[src/logic/lcr_defines.svh]
// Constants for the line driver configuration register bank.
// Included by every design module; holds definitions only.
`ifndef LCR_DEFINES_SVH
`define LCR_DEFINES_SVH
`define LCR_ADDR_STATUS 5'h02
`define LCR_ADDR_MODE 5'h04
`define LCR_ADDR_LIMIT 5'h05
`define LCR_ADDR_CTRL 5'h06
`define LCR_ADDR_DRV 5'h07
`define LCR_CFG_RESET 8'h00
`define LCR_CTRL_MASK 8'hCD
`define LCR_MODE_RST 7
`define LCR_STATUS_FAULT 4
`define LCR_LIM_LEVEL 7:6
`define LCR_LIM_DIS 5
`define LCR_LIM_BLANK 4:3
`define LCR_LIM_OFF 2:1
`define LCR_LIM_RETRY 0
`define LCR_CTRL_AUX_OFF 7
`define LCR_CTRL_WAKE_OFF 6
`define LCR_CTRL_RX_OFF 3
`define LCR_CTRL_FILTER 2
`define LCR_CTRL_LEVEL 0
`define LCR_DRV_EDGE 7:6
`define LCR_DRV_PD 5
`define LCR_DRV_PU 4
`define LCR_DRV_SINK 3
`define LCR_DRV_PP 2
`define LCR_DRV_POL 1
`define LCR_DRV_EN 0
`define LCR_EDGE_FASTEST 2'h0
`define LCR_SPI_CMD_LAST 4'h7
`define LCR_SPI_FRAME_LAST 4'hF
`define LCR_SPI_CMD_READ 6
`define LCR_SYNC_W 7
`define LCR_SYNC_RST 7'h02
`define LCR_SY_SCLK 0
`define LCR_SY_CS 1
`define LCR_SY_SDI 2
`define LCR_SY_TX 3
`define LCR_SY_LINE 4
`define LCR_SY_OC 5
`define LCR_SY_TH 6
`define LCR_CLK_MHZ 20
`define LCR_CLK_KHZ 20000
`define LCR_GLITCH_US 1
`define LCR_BLANK_0_US 175
`define LCR_BLANK_1_US 500
`define LCR_BLANK_2_MS 1
`define LCR_BLANK_3_MS 5
`define LCR_OFF_0_MS 50
`define LCR_OFF_1_MS 100
`define LCR_OFF_2_MS 200
`define LCR_OFF_3_MS 500
`endif

[src/logic/lcr_pkg.sv]
// Types shared by the line driver configuration design files.
// No numbers live here; offsets and timings are in the defines header.
package lcr_pkg;
  typedef enum logic [1:0] {
    FS_RUN = 2'h0,
    FS_BLANK = 2'h1,
    FS_OFF = 2'h2,
    FS_HOLD = 2'h3
  } lcr_fault_state_type;
  typedef enum logic [1:0] {
    DM_SOURCE = 2'h0,
    DM_SINK = 2'h1,
    DM_PUSH_PULL = 2'h2
  } lcr_drive_mode_type;
endpackage

[src/logic/lcr_spi_port.sv]
// Serial register port: 16-bit frames, mode 0, command byte then data.
// Assumes pins already synchronised; sclk well below clk/4.
`timescale 1ns/100ps
`include "lcr_defines.svh"
module lcr_spi_port (
  input logic clk,
  input logic rst_n,
  input logic sclk_s,
  input logic cs_n_s,
  input logic sdi_s,
  input logic [7:0] rd_data,
  output logic [4:0] addr,
  output logic wr_pulse,
  output logic [7:0] wr_data,
  output logic sdo,
  output logic sdo_oe
);
  logic sclk_prev_reg;
  logic [3:0] cnt_reg;
  logic [6:0] rx_shift_reg;
  logic [7:0] tx_shift_reg;
  logic is_read_reg;
  logic load_reg;
  logic rise;
  logic fall;

  assign rise = sclk_s & ~sclk_prev_reg;
  assign fall = ~sclk_s & sclk_prev_reg;

  always_ff @(posedge clk) begin
    if (!rst_n) begin
      sclk_prev_reg <= 1'b0;
    end else begin
      sclk_prev_reg <= sclk_s;
    end
  end

  always_ff @(posedge clk) begin
    if (!rst_n) begin
      cnt_reg <= 4'h0;
      rx_shift_reg <= 7'h00;
      addr <= 5'h00;
      is_read_reg <= 1'b0;
      load_reg <= 1'b0;
      wr_pulse <= 1'b0;
      wr_data <= 8'h00;
    end else begin
      wr_pulse <= 1'b0;
      load_reg <= 1'b0;
      if (cs_n_s) begin
        cnt_reg <= 4'h0;
      end else if (rise) begin
        rx_shift_reg <= {rx_shift_reg[5:0], sdi_s};
        cnt_reg <= cnt_reg + 4'h1;
        if (cnt_reg == `LCR_SPI_CMD_LAST) begin
          addr <= {rx_shift_reg[3:0], sdi_s};
          is_read_reg <= rx_shift_reg[`LCR_SPI_CMD_READ];
          load_reg <= 1'b1;
        end
        if (cnt_reg == `LCR_SPI_FRAME_LAST && !is_read_reg) begin
          wr_pulse <= 1'b1;
          wr_data <= {rx_shift_reg, sdi_s};
        end
      end
    end
  end

  // Read data leaves on falling edges so the host samples it on rising ones
  always_ff @(posedge clk) begin
    if (!rst_n) begin
      tx_shift_reg <= 8'h00;
      sdo <= 1'b0;
      sdo_oe <= 1'b0;
    end else begin
      sdo_oe <= ~cs_n_s;
      if (load_reg) begin
        tx_shift_reg <= rd_data;
      end else if (fall && !cs_n_s && cnt_reg[3]) begin
        sdo <= tx_shift_reg[7];
        tx_shift_reg <= {tx_shift_reg[6:0], 1'b0};
      end
    end
  end
endmodule

[src/logic/lcr_fault_ctrl.sv]
// Driver overload supervisor: blanking, fault latch and retry off-time.
// Assumes overload inputs are synchronised to clk.
`timescale 1ns/100ps
`include "lcr_defines.svh"
module lcr_fault_ctrl import lcr_pkg::*; #(
  parameter int CNT_W = 24,
  parameter int BLANK_CYC_0 = 3500,
  parameter int BLANK_CYC_1 = 10000,
  parameter int BLANK_CYC_2 = 20000,
  parameter int BLANK_CYC_3 = 100000,
  parameter int OFF_CYC_0 = 1000000,
  parameter int OFF_CYC_1 = 2000000,
  parameter int OFF_CYC_2 = 4000000,
  parameter int OFF_CYC_3 = 10000000
) (
  input logic clk,
  input logic rst_n,
  input logic cfg_reset,
  input logic overcurrent,
  input logic thermal,
  input logic drive_on,
  input logic retry_en,
  input logic [1:0] blank_sel,
  input logic [1:0] off_sel,
  input logic sw_rearm,
  output logic allowed,
  output logic fault_flag
);
  lcr_fault_state_type state_reg;
  logic [CNT_W-1:0] cnt_reg;
  logic [CNT_W-1:0] blank_lim;
  logic [CNT_W-1:0] off_lim;

  if (BLANK_CYC_0 < 2 || OFF_CYC_0 < 2 || BLANK_CYC_3 >= 2**CNT_W
      || OFF_CYC_3 >= 2**CNT_W) begin : g_bad_count
    $error("Fault timing counts do not fit the counter");
  end

  function automatic logic [CNT_W-1:0] pick(input logic [1:0] sel, input int c0,
      input int c1, input int c2, input int c3);
    int v;
    v = c0;
    case (sel)
      2'h1: v = c1;
      2'h2: v = c2;
      2'h3: v = c3;
      default: v = c0;
    endcase
    return CNT_W'(v - 1);
  endfunction

  assign blank_lim = pick(blank_sel, BLANK_CYC_0, BLANK_CYC_1, BLANK_CYC_2, BLANK_CYC_3);
  assign off_lim = pick(off_sel, OFF_CYC_0, OFF_CYC_1, OFF_CYC_2, OFF_CYC_3);
  assign allowed = (state_reg == FS_RUN) || (state_reg == FS_BLANK);

  // A thermal overload in the clearing cycle keeps the fault set
  always_ff @(posedge clk) begin
    if (!rst_n || cfg_reset) begin
      state_reg <= FS_RUN;
      cnt_reg <= '0;
      fault_flag <= 1'b0;
    end else begin
      case (state_reg)
        FS_RUN: begin
          cnt_reg <= '0;
          if (thermal) begin
            fault_flag <= 1'b1;
            state_reg <= retry_en ? FS_OFF : FS_HOLD;
          end else if (overcurrent && drive_on) begin
            state_reg <= FS_BLANK;
          end
        end
        FS_BLANK: begin
          cnt_reg <= cnt_reg + 1'b1;
          if (thermal || (overcurrent && cnt_reg == blank_lim)) begin
            fault_flag <= 1'b1;
            cnt_reg <= '0;
            state_reg <= retry_en ? FS_OFF : FS_HOLD;
          end else if (!overcurrent || !drive_on) begin
            cnt_reg <= '0;
            state_reg <= FS_RUN;
          end
        end
        FS_OFF: begin
          cnt_reg <= cnt_reg + 1'b1;
          if (cnt_reg == off_lim) begin
            cnt_reg <= '0;
            if (!thermal) begin
              fault_flag <= 1'b0;
              state_reg <= FS_RUN;
            end
          end
        end
        FS_HOLD: begin
          if (sw_rearm && !thermal) begin
            fault_flag <= 1'b0;
            state_reg <= FS_RUN;
          end
        end
        default: state_reg <= FS_RUN;
      endcase
    end
  end

  AST_BLANK_FULL: assert property (@(posedge clk) disable iff (!rst_n)
    $rose(fault_flag) && !$past(cfg_reset) |-> $past(thermal)
    || ($past(state_reg) == FS_BLANK && $past(cnt_reg) == $past(blank_lim)))
    else $error("Fault declared before blanking expired");
  AST_RETRY_OFF: assert property (@(posedge clk) disable iff (!rst_n)
    $rose(fault_flag) && $past(retry_en) && !$past(cfg_reset) |-> state_reg == FS_OFF
    ##1 !allowed) else $error("Retry fault did not switch driver off");
  AST_OFF_END: assert property (@(posedge clk) disable iff (!rst_n)
    state_reg == FS_OFF && cnt_reg == off_lim && !thermal && !cfg_reset
    |=> state_reg == FS_RUN && !fault_flag) else $error("Off-time did not end");
  AST_HOLD_STAYS: assert property (@(posedge clk) disable iff (!rst_n)
    state_reg == FS_HOLD && !sw_rearm && !cfg_reset |=> state_reg == FS_HOLD
    && fault_flag) else $error("Held fault released without software");
  COV_RETRY: cover property (@(posedge clk) disable iff (!rst_n)
    state_reg == FS_OFF ##1 state_reg == FS_RUN);
endmodule

[src/logic/lcr_line_driver_regs.sv]
// Line driver configuration register bank with serial register port.
// Assumes all pins asynchronous to clk; analog blocks act on the outputs.
`timescale 1ns/100ps
`include "lcr_defines.svh"
module lcr_line_driver_regs import lcr_pkg::*; #(
  parameter int FILT_W = 5,
  parameter int GLITCH_CYC = `LCR_GLITCH_US * `LCR_CLK_MHZ,
  parameter int CNT_W = 24,
  parameter int BLANK_CYC_0 = `LCR_BLANK_0_US * `LCR_CLK_MHZ,
  parameter int BLANK_CYC_1 = `LCR_BLANK_1_US * `LCR_CLK_MHZ,
  parameter int BLANK_CYC_2 = `LCR_BLANK_2_MS * `LCR_CLK_KHZ,
  parameter int BLANK_CYC_3 = `LCR_BLANK_3_MS * `LCR_CLK_KHZ,
  parameter int OFF_CYC_0 = `LCR_OFF_0_MS * `LCR_CLK_KHZ,
  parameter int OFF_CYC_1 = `LCR_OFF_1_MS * `LCR_CLK_KHZ,
  parameter int OFF_CYC_2 = `LCR_OFF_2_MS * `LCR_CLK_KHZ,
  parameter int OFF_CYC_3 = `LCR_OFF_3_MS * `LCR_CLK_KHZ
) (
  input logic clk,
  input logic rst_n,
  input logic sclk,
  input logic cs_n,
  input logic sdi,
  input logic tx_in,
  input logic line_in,
  input logic overcurrent,
  input logic thermal_overload,
  output logic sdo,
  output logic sdo_oe,
  output logic line_driver_on,
  output logic driver_level,
  output lcr_drive_mode_type drive_mode,
  output logic [1:0] driver_edge_rate,
  output logic [1:0] current_limit_level,
  output logic limit_enable,
  output logic line_pull_down_on,
  output logic line_pull_up_on,
  output logic aux_regulator_off,
  output logic wake_detect_on,
  output logic rx_out,
  output logic rx_oe,
  output logic line_current_reduce,
  output logic driver_fault_flag
);
  logic [`LCR_SYNC_W-1:0] sync1_reg;
  logic [`LCR_SYNC_W-1:0] sync2_reg;
  logic [7:0] limit_cfg_reg;
  logic [7:0] control_reg;
  logic [7:0] driver_cfg_reg;
  logic [7:0] rd_data;
  logic [4:0] bus_addr;
  logic wr_pulse;
  logic [7:0] wr_data;
  logic soft_rst;
  logic sw_rearm;
  logic allowed;
  logic fault_flag;
  logic [FILT_W-1:0] filt_cnt_reg;
  logic filt_reg;
  logic rx_line;
  logic tx_data;

  if (GLITCH_CYC < 2 || GLITCH_CYC >= 2**FILT_W) begin : g_bad_glitch
    $error("Glitch filter count does not fit its counter");
  end

  // Two stages before any logic looks at a pin
  always_ff @(posedge clk) begin
    if (!rst_n) begin
      sync1_reg <= `LCR_SYNC_RST;
      sync2_reg <= `LCR_SYNC_RST;
    end else begin
      sync1_reg <= {thermal_overload, overcurrent, line_in, tx_in, sdi, cs_n, sclk};
      sync2_reg <= sync1_reg;
    end
  end

  lcr_spi_port u_spi (
    .clk(clk),
    .rst_n(rst_n),
    .sclk_s(sync2_reg[`LCR_SY_SCLK]),
    .cs_n_s(sync2_reg[`LCR_SY_CS]),
    .sdi_s(sync2_reg[`LCR_SY_SDI]),
    .rd_data(rd_data),
    .addr(bus_addr),
    .wr_pulse(wr_pulse),
    .wr_data(wr_data),
    .sdo(sdo),
    .sdo_oe(sdo_oe)
  );

  assign soft_rst = wr_pulse && bus_addr == `LCR_ADDR_MODE && wr_data[`LCR_MODE_RST];
  assign sw_rearm = wr_pulse && bus_addr == `LCR_ADDR_DRV && wr_data[`LCR_DRV_EN];

  always_ff @(posedge clk) begin
    if (!rst_n || soft_rst) begin
      limit_cfg_reg <= `LCR_CFG_RESET;
      control_reg <= `LCR_CFG_RESET;
      driver_cfg_reg <= `LCR_CFG_RESET;
    end else if (wr_pulse) begin
      case (bus_addr)
        `LCR_ADDR_LIMIT: limit_cfg_reg <= wr_data;
        `LCR_ADDR_CTRL: control_reg <= wr_data & `LCR_CTRL_MASK;
        `LCR_ADDR_DRV: driver_cfg_reg <= wr_data;
        default: ;
      endcase
    end
  end

  // Unmapped and write-only locations read as zero
  always_comb begin
    rd_data = 8'h00;
    case (bus_addr)
      // fault visible, read has no effect
      `LCR_ADDR_STATUS: rd_data[`LCR_STATUS_FAULT] = fault_flag;
      `LCR_ADDR_LIMIT: rd_data = limit_cfg_reg;
      `LCR_ADDR_CTRL: rd_data = control_reg;
      `LCR_ADDR_DRV: rd_data = driver_cfg_reg;
      default: rd_data = 8'h00;
    endcase
  end

  lcr_fault_ctrl #(
    .CNT_W(CNT_W),
    .BLANK_CYC_0(BLANK_CYC_0),
    .BLANK_CYC_1(BLANK_CYC_1),
    .BLANK_CYC_2(BLANK_CYC_2),
    .BLANK_CYC_3(BLANK_CYC_3),
    .OFF_CYC_0(OFF_CYC_0),
    .OFF_CYC_1(OFF_CYC_1),
    .OFF_CYC_2(OFF_CYC_2),
    .OFF_CYC_3(OFF_CYC_3)
  ) u_fault (
    .clk(clk),
    .rst_n(rst_n),
    .cfg_reset(soft_rst),
    .overcurrent(sync2_reg[`LCR_SY_OC]),
    .thermal(sync2_reg[`LCR_SY_TH]),
    .drive_on(line_driver_on),
    .retry_en(limit_cfg_reg[`LCR_LIM_RETRY]),
    .blank_sel(limit_cfg_reg[`LCR_LIM_BLANK]),
    .off_sel(limit_cfg_reg[`LCR_LIM_OFF]),
    .sw_rearm(sw_rearm),
    .allowed(allowed),
    .fault_flag(fault_flag)
  );

  always_ff @(posedge clk) begin
    if (!rst_n) begin
      filt_cnt_reg <= '0;
      filt_reg <= 1'b0;
    end else if (sync2_reg[`LCR_SY_LINE] == filt_reg) begin
      filt_cnt_reg <= '0;
    end else if (filt_cnt_reg == FILT_W'(GLITCH_CYC - 1)) begin
      filt_cnt_reg <= '0;
      filt_reg <= sync2_reg[`LCR_SY_LINE];
    end else begin
      filt_cnt_reg <= filt_cnt_reg + 1'b1;
    end
  end

  assign rx_line = control_reg[`LCR_CTRL_FILTER] ? filt_reg : sync2_reg[`LCR_SY_LINE];
  assign tx_data = sync2_reg[`LCR_SY_TX] | control_reg[`LCR_CTRL_LEVEL];

  // Limit and edge controls for the analog driver
  always_ff @(posedge clk) begin
    if (!rst_n) begin
      current_limit_level <= 2'h0;
      limit_enable <= 1'b0;
      driver_edge_rate <= 2'h0;
    end else begin
      current_limit_level <= limit_cfg_reg[`LCR_LIM_LEVEL];
      limit_enable <= ~limit_cfg_reg[`LCR_LIM_DIS];
      driver_edge_rate <= limit_cfg_reg[`LCR_LIM_DIS] ? `LCR_EDGE_FASTEST
                                                       : driver_cfg_reg[`LCR_DRV_EDGE];
    end
  end

  // Driver topology, level and enable
  always_ff @(posedge clk) begin
    if (!rst_n) begin
      drive_mode <= DM_SOURCE;
      line_pull_down_on <= 1'b0;
      line_pull_up_on <= 1'b0;
      line_driver_on <= 1'b0;
      driver_level <= 1'b0;
    end else begin
      if (driver_cfg_reg[`LCR_DRV_PP]) begin
        drive_mode <= DM_PUSH_PULL;
      end else begin
        drive_mode <= driver_cfg_reg[`LCR_DRV_SINK] ? DM_SINK : DM_SOURCE;
      end
      line_pull_down_on <= driver_cfg_reg[`LCR_DRV_PD];
      line_pull_up_on <= driver_cfg_reg[`LCR_DRV_PU];
      line_driver_on <= driver_cfg_reg[`LCR_DRV_EN] & allowed;
      driver_level <= driver_cfg_reg[`LCR_DRV_POL] ? tx_data : ~tx_data;
    end
  end

  // Receiver and supply controls, and the fault status output
  always_ff @(posedge clk) begin
    if (!rst_n) begin
      rx_out <= 1'b0;
      rx_oe <= 1'b0;
      line_current_reduce <= 1'b0;
      aux_regulator_off <= 1'b0;
      wake_detect_on <= 1'b0;
      driver_fault_flag <= 1'b0;
    end else begin
      rx_out <= driver_cfg_reg[`LCR_DRV_POL] ? rx_line : ~rx_line;
      rx_oe <= ~control_reg[`LCR_CTRL_RX_OFF];
      line_current_reduce <= control_reg[`LCR_CTRL_RX_OFF];
      aux_regulator_off <= control_reg[`LCR_CTRL_AUX_OFF];
      wake_detect_on <= ~control_reg[`LCR_CTRL_WAKE_OFF];
      driver_fault_flag <= fault_flag;
    end
  end

  AST_LIMIT_LEVEL: assert property (@(posedge clk) disable iff (!rst_n)
    wr_pulse && bus_addr == `LCR_ADDR_LIMIT |-> ##2
    current_limit_level == $past(wr_data[7:6], 2)) else $error("Limit level not applied");
  AST_LIMIT_OFF: assert property (@(posedge clk) disable iff (!rst_n)
    limit_cfg_reg[`LCR_LIM_DIS] |=> !limit_enable && driver_edge_rate == `LCR_EDGE_FASTEST)
    else $error("Limit disable did not force fast edge");
  AST_EDGE_RATE: assert property (@(posedge clk) disable iff (!rst_n)
    !limit_cfg_reg[`LCR_LIM_DIS] && $stable(driver_cfg_reg) |=>
    driver_edge_rate == $past(driver_cfg_reg[7:6])) else $error("Edge rate wrong");
  AST_MODE: assert property (@(posedge clk) disable iff (!rst_n)
    wr_pulse && bus_addr == `LCR_ADDR_DRV |-> ##2 drive_mode == ($past(wr_data[2], 2)
    ? DM_PUSH_PULL : ($past(wr_data[3], 2) ? DM_SINK : DM_SOURCE)))
    else $error("Drive mode wrong");
  AST_RX_OFF: assert property (@(posedge clk) disable iff (!rst_n)
    wr_pulse && bus_addr == `LCR_ADDR_CTRL && wr_data[3] |-> ##2 !rx_oe
    && line_current_reduce) else $error("Receive output not floated");
  AST_CTRL_BITS: assert property (@(posedge clk) disable iff (!rst_n)
    wr_pulse && bus_addr == `LCR_ADDR_CTRL |-> ##2 aux_regulator_off == $past(wr_data[7], 2)
    && wake_detect_on == !$past(wr_data[6], 2)) else $error("Control bits wrong");
  AST_DRV_GATE: assert property (@(posedge clk) disable iff (!rst_n)
    line_driver_on |-> $past(driver_cfg_reg[0]) && $past(allowed))
    else $error("Driver on without enable");
  AST_POLARITY: assert property (@(posedge clk) disable iff (!rst_n)
    $past(rst_n) && !$past(driver_cfg_reg[1]) && !$past(control_reg[0]) |-> driver_level
    == !$past(sync2_reg[`LCR_SY_TX])) else $error("Line level not inverted");
  AST_SOFT_RST: assert property (@(posedge clk) disable iff (!rst_n)
    soft_rst |=> limit_cfg_reg == `LCR_CFG_RESET && control_reg == `LCR_CFG_RESET
    && driver_cfg_reg == `LCR_CFG_RESET ##1 !line_driver_on) else $error("Soft reset missed");
  AST_FAULT_STATUS: assert property (@(posedge clk) disable iff (!rst_n)
    $rose(fault_flag) |=> driver_fault_flag ##1 !line_driver_on)
    else $error("Fault not reported or driver still on");
  COV_FAULT: cover property (@(posedge clk) disable iff (!rst_n) $rose(driver_fault_flag));
  COV_SOFT_RST: cover property (@(posedge clk) disable iff (!rst_n) soft_rst);
  COV_FILTER: cover property (@(posedge clk) disable iff (!rst_n)
    control_reg[`LCR_CTRL_FILTER] && $changed(filt_reg));
endmodule

[config.mk]
export PLATFORM = sky130hd
export DESIGN_NAME = lcr_line_driver_regs
export DESIGN_NICKNAME = d
export VERILOG_FILES = /design/src/logic/lcr_pkg.sv /design/src/logic/lcr_spi_port.sv /design/src/logic/lcr_fault_ctrl.sv /design/src/logic/lcr_line_driver_regs.sv
export VERILOG_INCLUDE_DIRS = /design/src /design/src/logic
export SDC_FILE = /design/constraint.sdc
export NUM_CORES = 1
export LEC_CHECK = 0
export BUFFER_PORTS_ARGS = -buffer_cell sky130_fd_sc_hd__buf_2
export CORE_UTILIZATION = 45
export DETAILED_ROUTE_END_ITERATION = 7
export GPL_TIMING_DRIVEN = 0
export PLACE_DENSITY = 0.74
export SYNTH_ARGS = -nofsm -noshare
export SYNTH_HDL_FRONTEND = slang
export SYNTH_HIERARCHICAL = 1
export SYNTH_SLANG_ARGS = --single-unit
[constraint.sdc]
create_clock -name clk -period 2.7 [get_ports clk]
set_input_delay 0.27 -clock clk [delete_from_list [all_inputs] [get_ports clk]]
set_output_delay 0.27 -clock clk [all_outputs]
set_load 0.03 [all_outputs]
==> results.sh <==
export IMPL_async_reset_ff_share_pct=0
export IMPL_wl_per_cell_um=16.1
export IMPL_die_y_um=116
export IMPL_synthCells=651
export IMPL_cts_root_buffer="clkbuf_16"
export IMPL_powerDensity_nw_per_um2=601
export IMPL_relSlewSlack_pct=54.9
export IMPL_synth_flop_cell="dfxtp_1"
export IMPL_io_pins=28
export IMPL_yosysMostFrequentCell="dfxtp_1"
export IMPL_cp_start_kind="flop"
export IMPL_tns_ns=0
export IMPL_maxCapViolations=0
export IMPL_cp_end_kind="flop"
export IMPL_cts_sinks=123
export IMPL_dr_pass1_iters=5
export IMPL_worstSetupPathType="flop to flop"
export IMPL_wl_met2_um=6630
export IMPL_wl_met1_um=6110
export IMPL_cts_tree="yes"
export IMPL_slew_violations=0
export IMPL_cp_cell_sequence="inv_1 > ha_2 > nand2b_4 > a2111oi_4 > xnor2_2 > o41ai_4 > a21oi_2 > buf_6 > clkbuf_4 > o21ai_0 > o21ai_0"
export IMPL_seq_area_frac_synth_pct=42.2
export IMPL_largest_reg_flops=24
export IMPL_netlist_area_um2=5830
export IMPL_route_met3_wl_um=1200
export IMPL_die_area_um2=13400
export IMPL_cpMostUsedCell="o21ai_0"
export IMPL_fmax_mhz=380
export IMPL_start_util_pct=46.2
export IMPL_arrival_ns=2.91
export IMPL_antenna_found_initial=0
export IMPL_nets=730
export IMPL_grt_max_degree=17
export IMPL_hold_violations=0
export IMPL_leakage_nw=2.51
export IMPL_core_area_um2=12600
export IMPL_yosys_area_top_type="dfxtp_1"
export IMPL_portBuffers=27
export IMPL_core_rowCount=41
export IMPL_synth_cells_most_frequent="dfxtp_1 (123), nand2_1 (68), o21ai_0 (51)"
export IMPL_setup_viol=0
export IMPL_irDropWorstVdd_uv=578
export IMPL_totalWireLength_um=14200
export IMPL_htreeDepth=4
export IMPL_top_layer_used="met4"
export IMPL_cts_made_buffers=17
export IMPL_status="finished clean"
export IMPL_post_route_period_util_pct=97.5
export IMPL_synthTopCellsByArea="dfxtp_1 (42%), ha_1 (4.5%), o21ai_0 (4.4%), nand2_1 (4.4%), nand3_1 (3.9%)"
export IMPL_drc=0
export IMPL_final_min_clock_period_ns=2.63
export IMPL_drive_above_1_share_pct=15.7
export IMPL_crit_slowest_cell="o41ai_4"
export IMPL_fin_skew_ns=0.0123
export IMPL_hold_ws_ns=0.0290
export IMPL_hp_class="primary input to flop"
export IMPL_syn_num_nets=681
export IMPL_synth_warnings=6
export IMPL_vias=5092
export IMPL_clk_pin_slew_worst_paths_ns=0.06
export IMPL_synth_area_per_cell_um2=8.95
export IMPL_clock_path_buffers=2
export IMPL_drt_vias_per_instance=5.75
export IMPL_synth_cell_types=67
export IMPL_routabilityCongestion=0.929
export IMPL_grt_setup_unrepaired="true"
export IMPL_ys_seq_elements=123
export IMPL_first_global_vias=4720
export IMPL_syn2layout_area_growth_pct=17.7
export IMPL_clkLatencyLatePin_ns=0.42
export IMPL_hpwlAfterDp_um=10100
export IMPL_grt_overflow=0
export IMPL_tightest_slew_ns=0.675
export IMPL_critPathRequiredTime_ns=2.98
export IMPL_synth_top_area_share_pct=42.2
export IMPL_cts_hold_buf=0
export IMPL_die_w_um=116
export IMPL_critical_path_max_stage_delay_ns=0.39
export IMPL_ant_nets=0
export IMPL_grt_pass1_wl_um=23000
export IMPL_drt_iter0_drc=497
export IMPL_synth_edff_count=0
export IMPL_grt_total_usage_pct=22.4
export IMPL_antenna_cells=0
export IMPL_cp_max_fo=10
what timing repair did:
item | in CTS | in global routing
setup buffers | 2 | 1
cloned | 0 | 0
pin swaps | 3 | 6
endpoints found under the setup margin | 25 | 26
resized for setup | 5 | 18
hold endpoints to repair | 0 | 0
placed cells by master, fill, tap and decap left out, types with 3 or more instances in the layout:
cell	count
nor2_1	25
o21ai_0	51
buf_6	5
inv_6	4
nand2_1	68
nor2b_1	7
clkinvlp_4	6
buf_2	39
inv_1	19
clkinv_4	3
mux2i_1	21
a21boi_0	12
clkbuf_16	17
nand4b_1	4
and4b_1	3
a2111oi_4	3
nand2b_1	9
buf_4	6
ha_1	19
a21oi_1	35
nand3_1	46
a221o_1	7
xor2_1	10
nand3b_1	4
a31oi_1	16
xnor2_1	8
nand4_1	10
nand4bb_1	3
and3_1	9
or3_1	5
a211oi_1	4
dfxtp_1	120
a22o_1	6
and2_1	30
clkbuf_1	20
o22ai_1	3
stage by stage:
stage | instances | setup WS (ns) | cell area [um2] | total power [W] | util, %
2_1_floorplan | 651 | 0.153 | 5830 | 0.00199 | -
3_3_place_gp | 850 | -0.206 | 6180 | 0.00202 | 49.0
3_5_place_dp | 850 | -0.288 | 6180 | 0.00203 | 49.0
4_1_cts | 884 | 0.0150 | 6790 | 0.00417 | 53.8
5_1_grt | 885 | -0.0123 | 6860 | 0.00427 | 54.4
6_report | 885 | 0.0675 | 6860 | 0.00413 | 54.4
logic make-up after synthesis:
| logic type | count (synthesis) | share of synthesized area [%] |
|---|---|---|
| muxes | 22 | 3.80 |
| adders and majority gates | 21 | 4.51 |
| DFF | 123 | 42.2 |
| xor gates and xnor gates | 19 | 2.85 |
| AOI/OAI and AO/OA | 155 | 17.4 |
| buffers and inverters | 62 | 5.09 |
| and+or+nand+nor | 249 | 24.1 |
final cells by class:
type | count | area, um2
sequential | 123 | 2470
fill | 1162 | 5760
inverter | 19 | 71.3
clock inverter | 15 | 141
clock buffer | 17 | 425
tap | 172 | 215
multi-input combinational | 466 | 3150
buffer | 43 | 231
timing repair buffer | 30 | 158
layer usage:
metal / up-vias / GRT usage (%)
met3: 30 / 5.86
met5: - / 0
met1: 2413 / 28.6
met4: 0 / 10.1
li1: 2429 / -
met2: 220 / 35.6
final timing paths:
path	cells after the start	end	from	slack, ns
setup / recovery	11	u_fault/cnt_reg[16]$_SDFFE_PP0P_	limit_cfg_reg[1]$_SDFFE_PP0P_	0.07
hold / removal	2	sync1_reg[1]$_SDFF_PN1_	cs_n	0.03
setup reg to reg	11	u_fault/cnt_reg[16]$_SDFFE_PP0P_	limit_cfg_reg[1]$_SDFFE_PP0P_	0.07
hold reg to reg	1	sync2_reg[6]$_SDFF_PN0_	sync1_reg[6]$_SDFF_PN0_	0.43
critical path, delay by kind of cell, from the launching register on:
kind	cells	cell delay (ns)
fa+ha+maj	1	0.25
xor+xnor	1	0.13
simple gates	1	0.16
compound gates	5	1.11
flops	1	0.38
buf+inv	3	0.46
report_power, final:
group	switching [W]	total, W	internal [W]
clock	0.000862	0.00214	0.00127
combinational	0.0000872	0.000140	0.0000529
sequential	0.0000145	0.00185	0.00184
total	0.000963	0.00413	0.00316
Power figures use the tool's default switching activity.
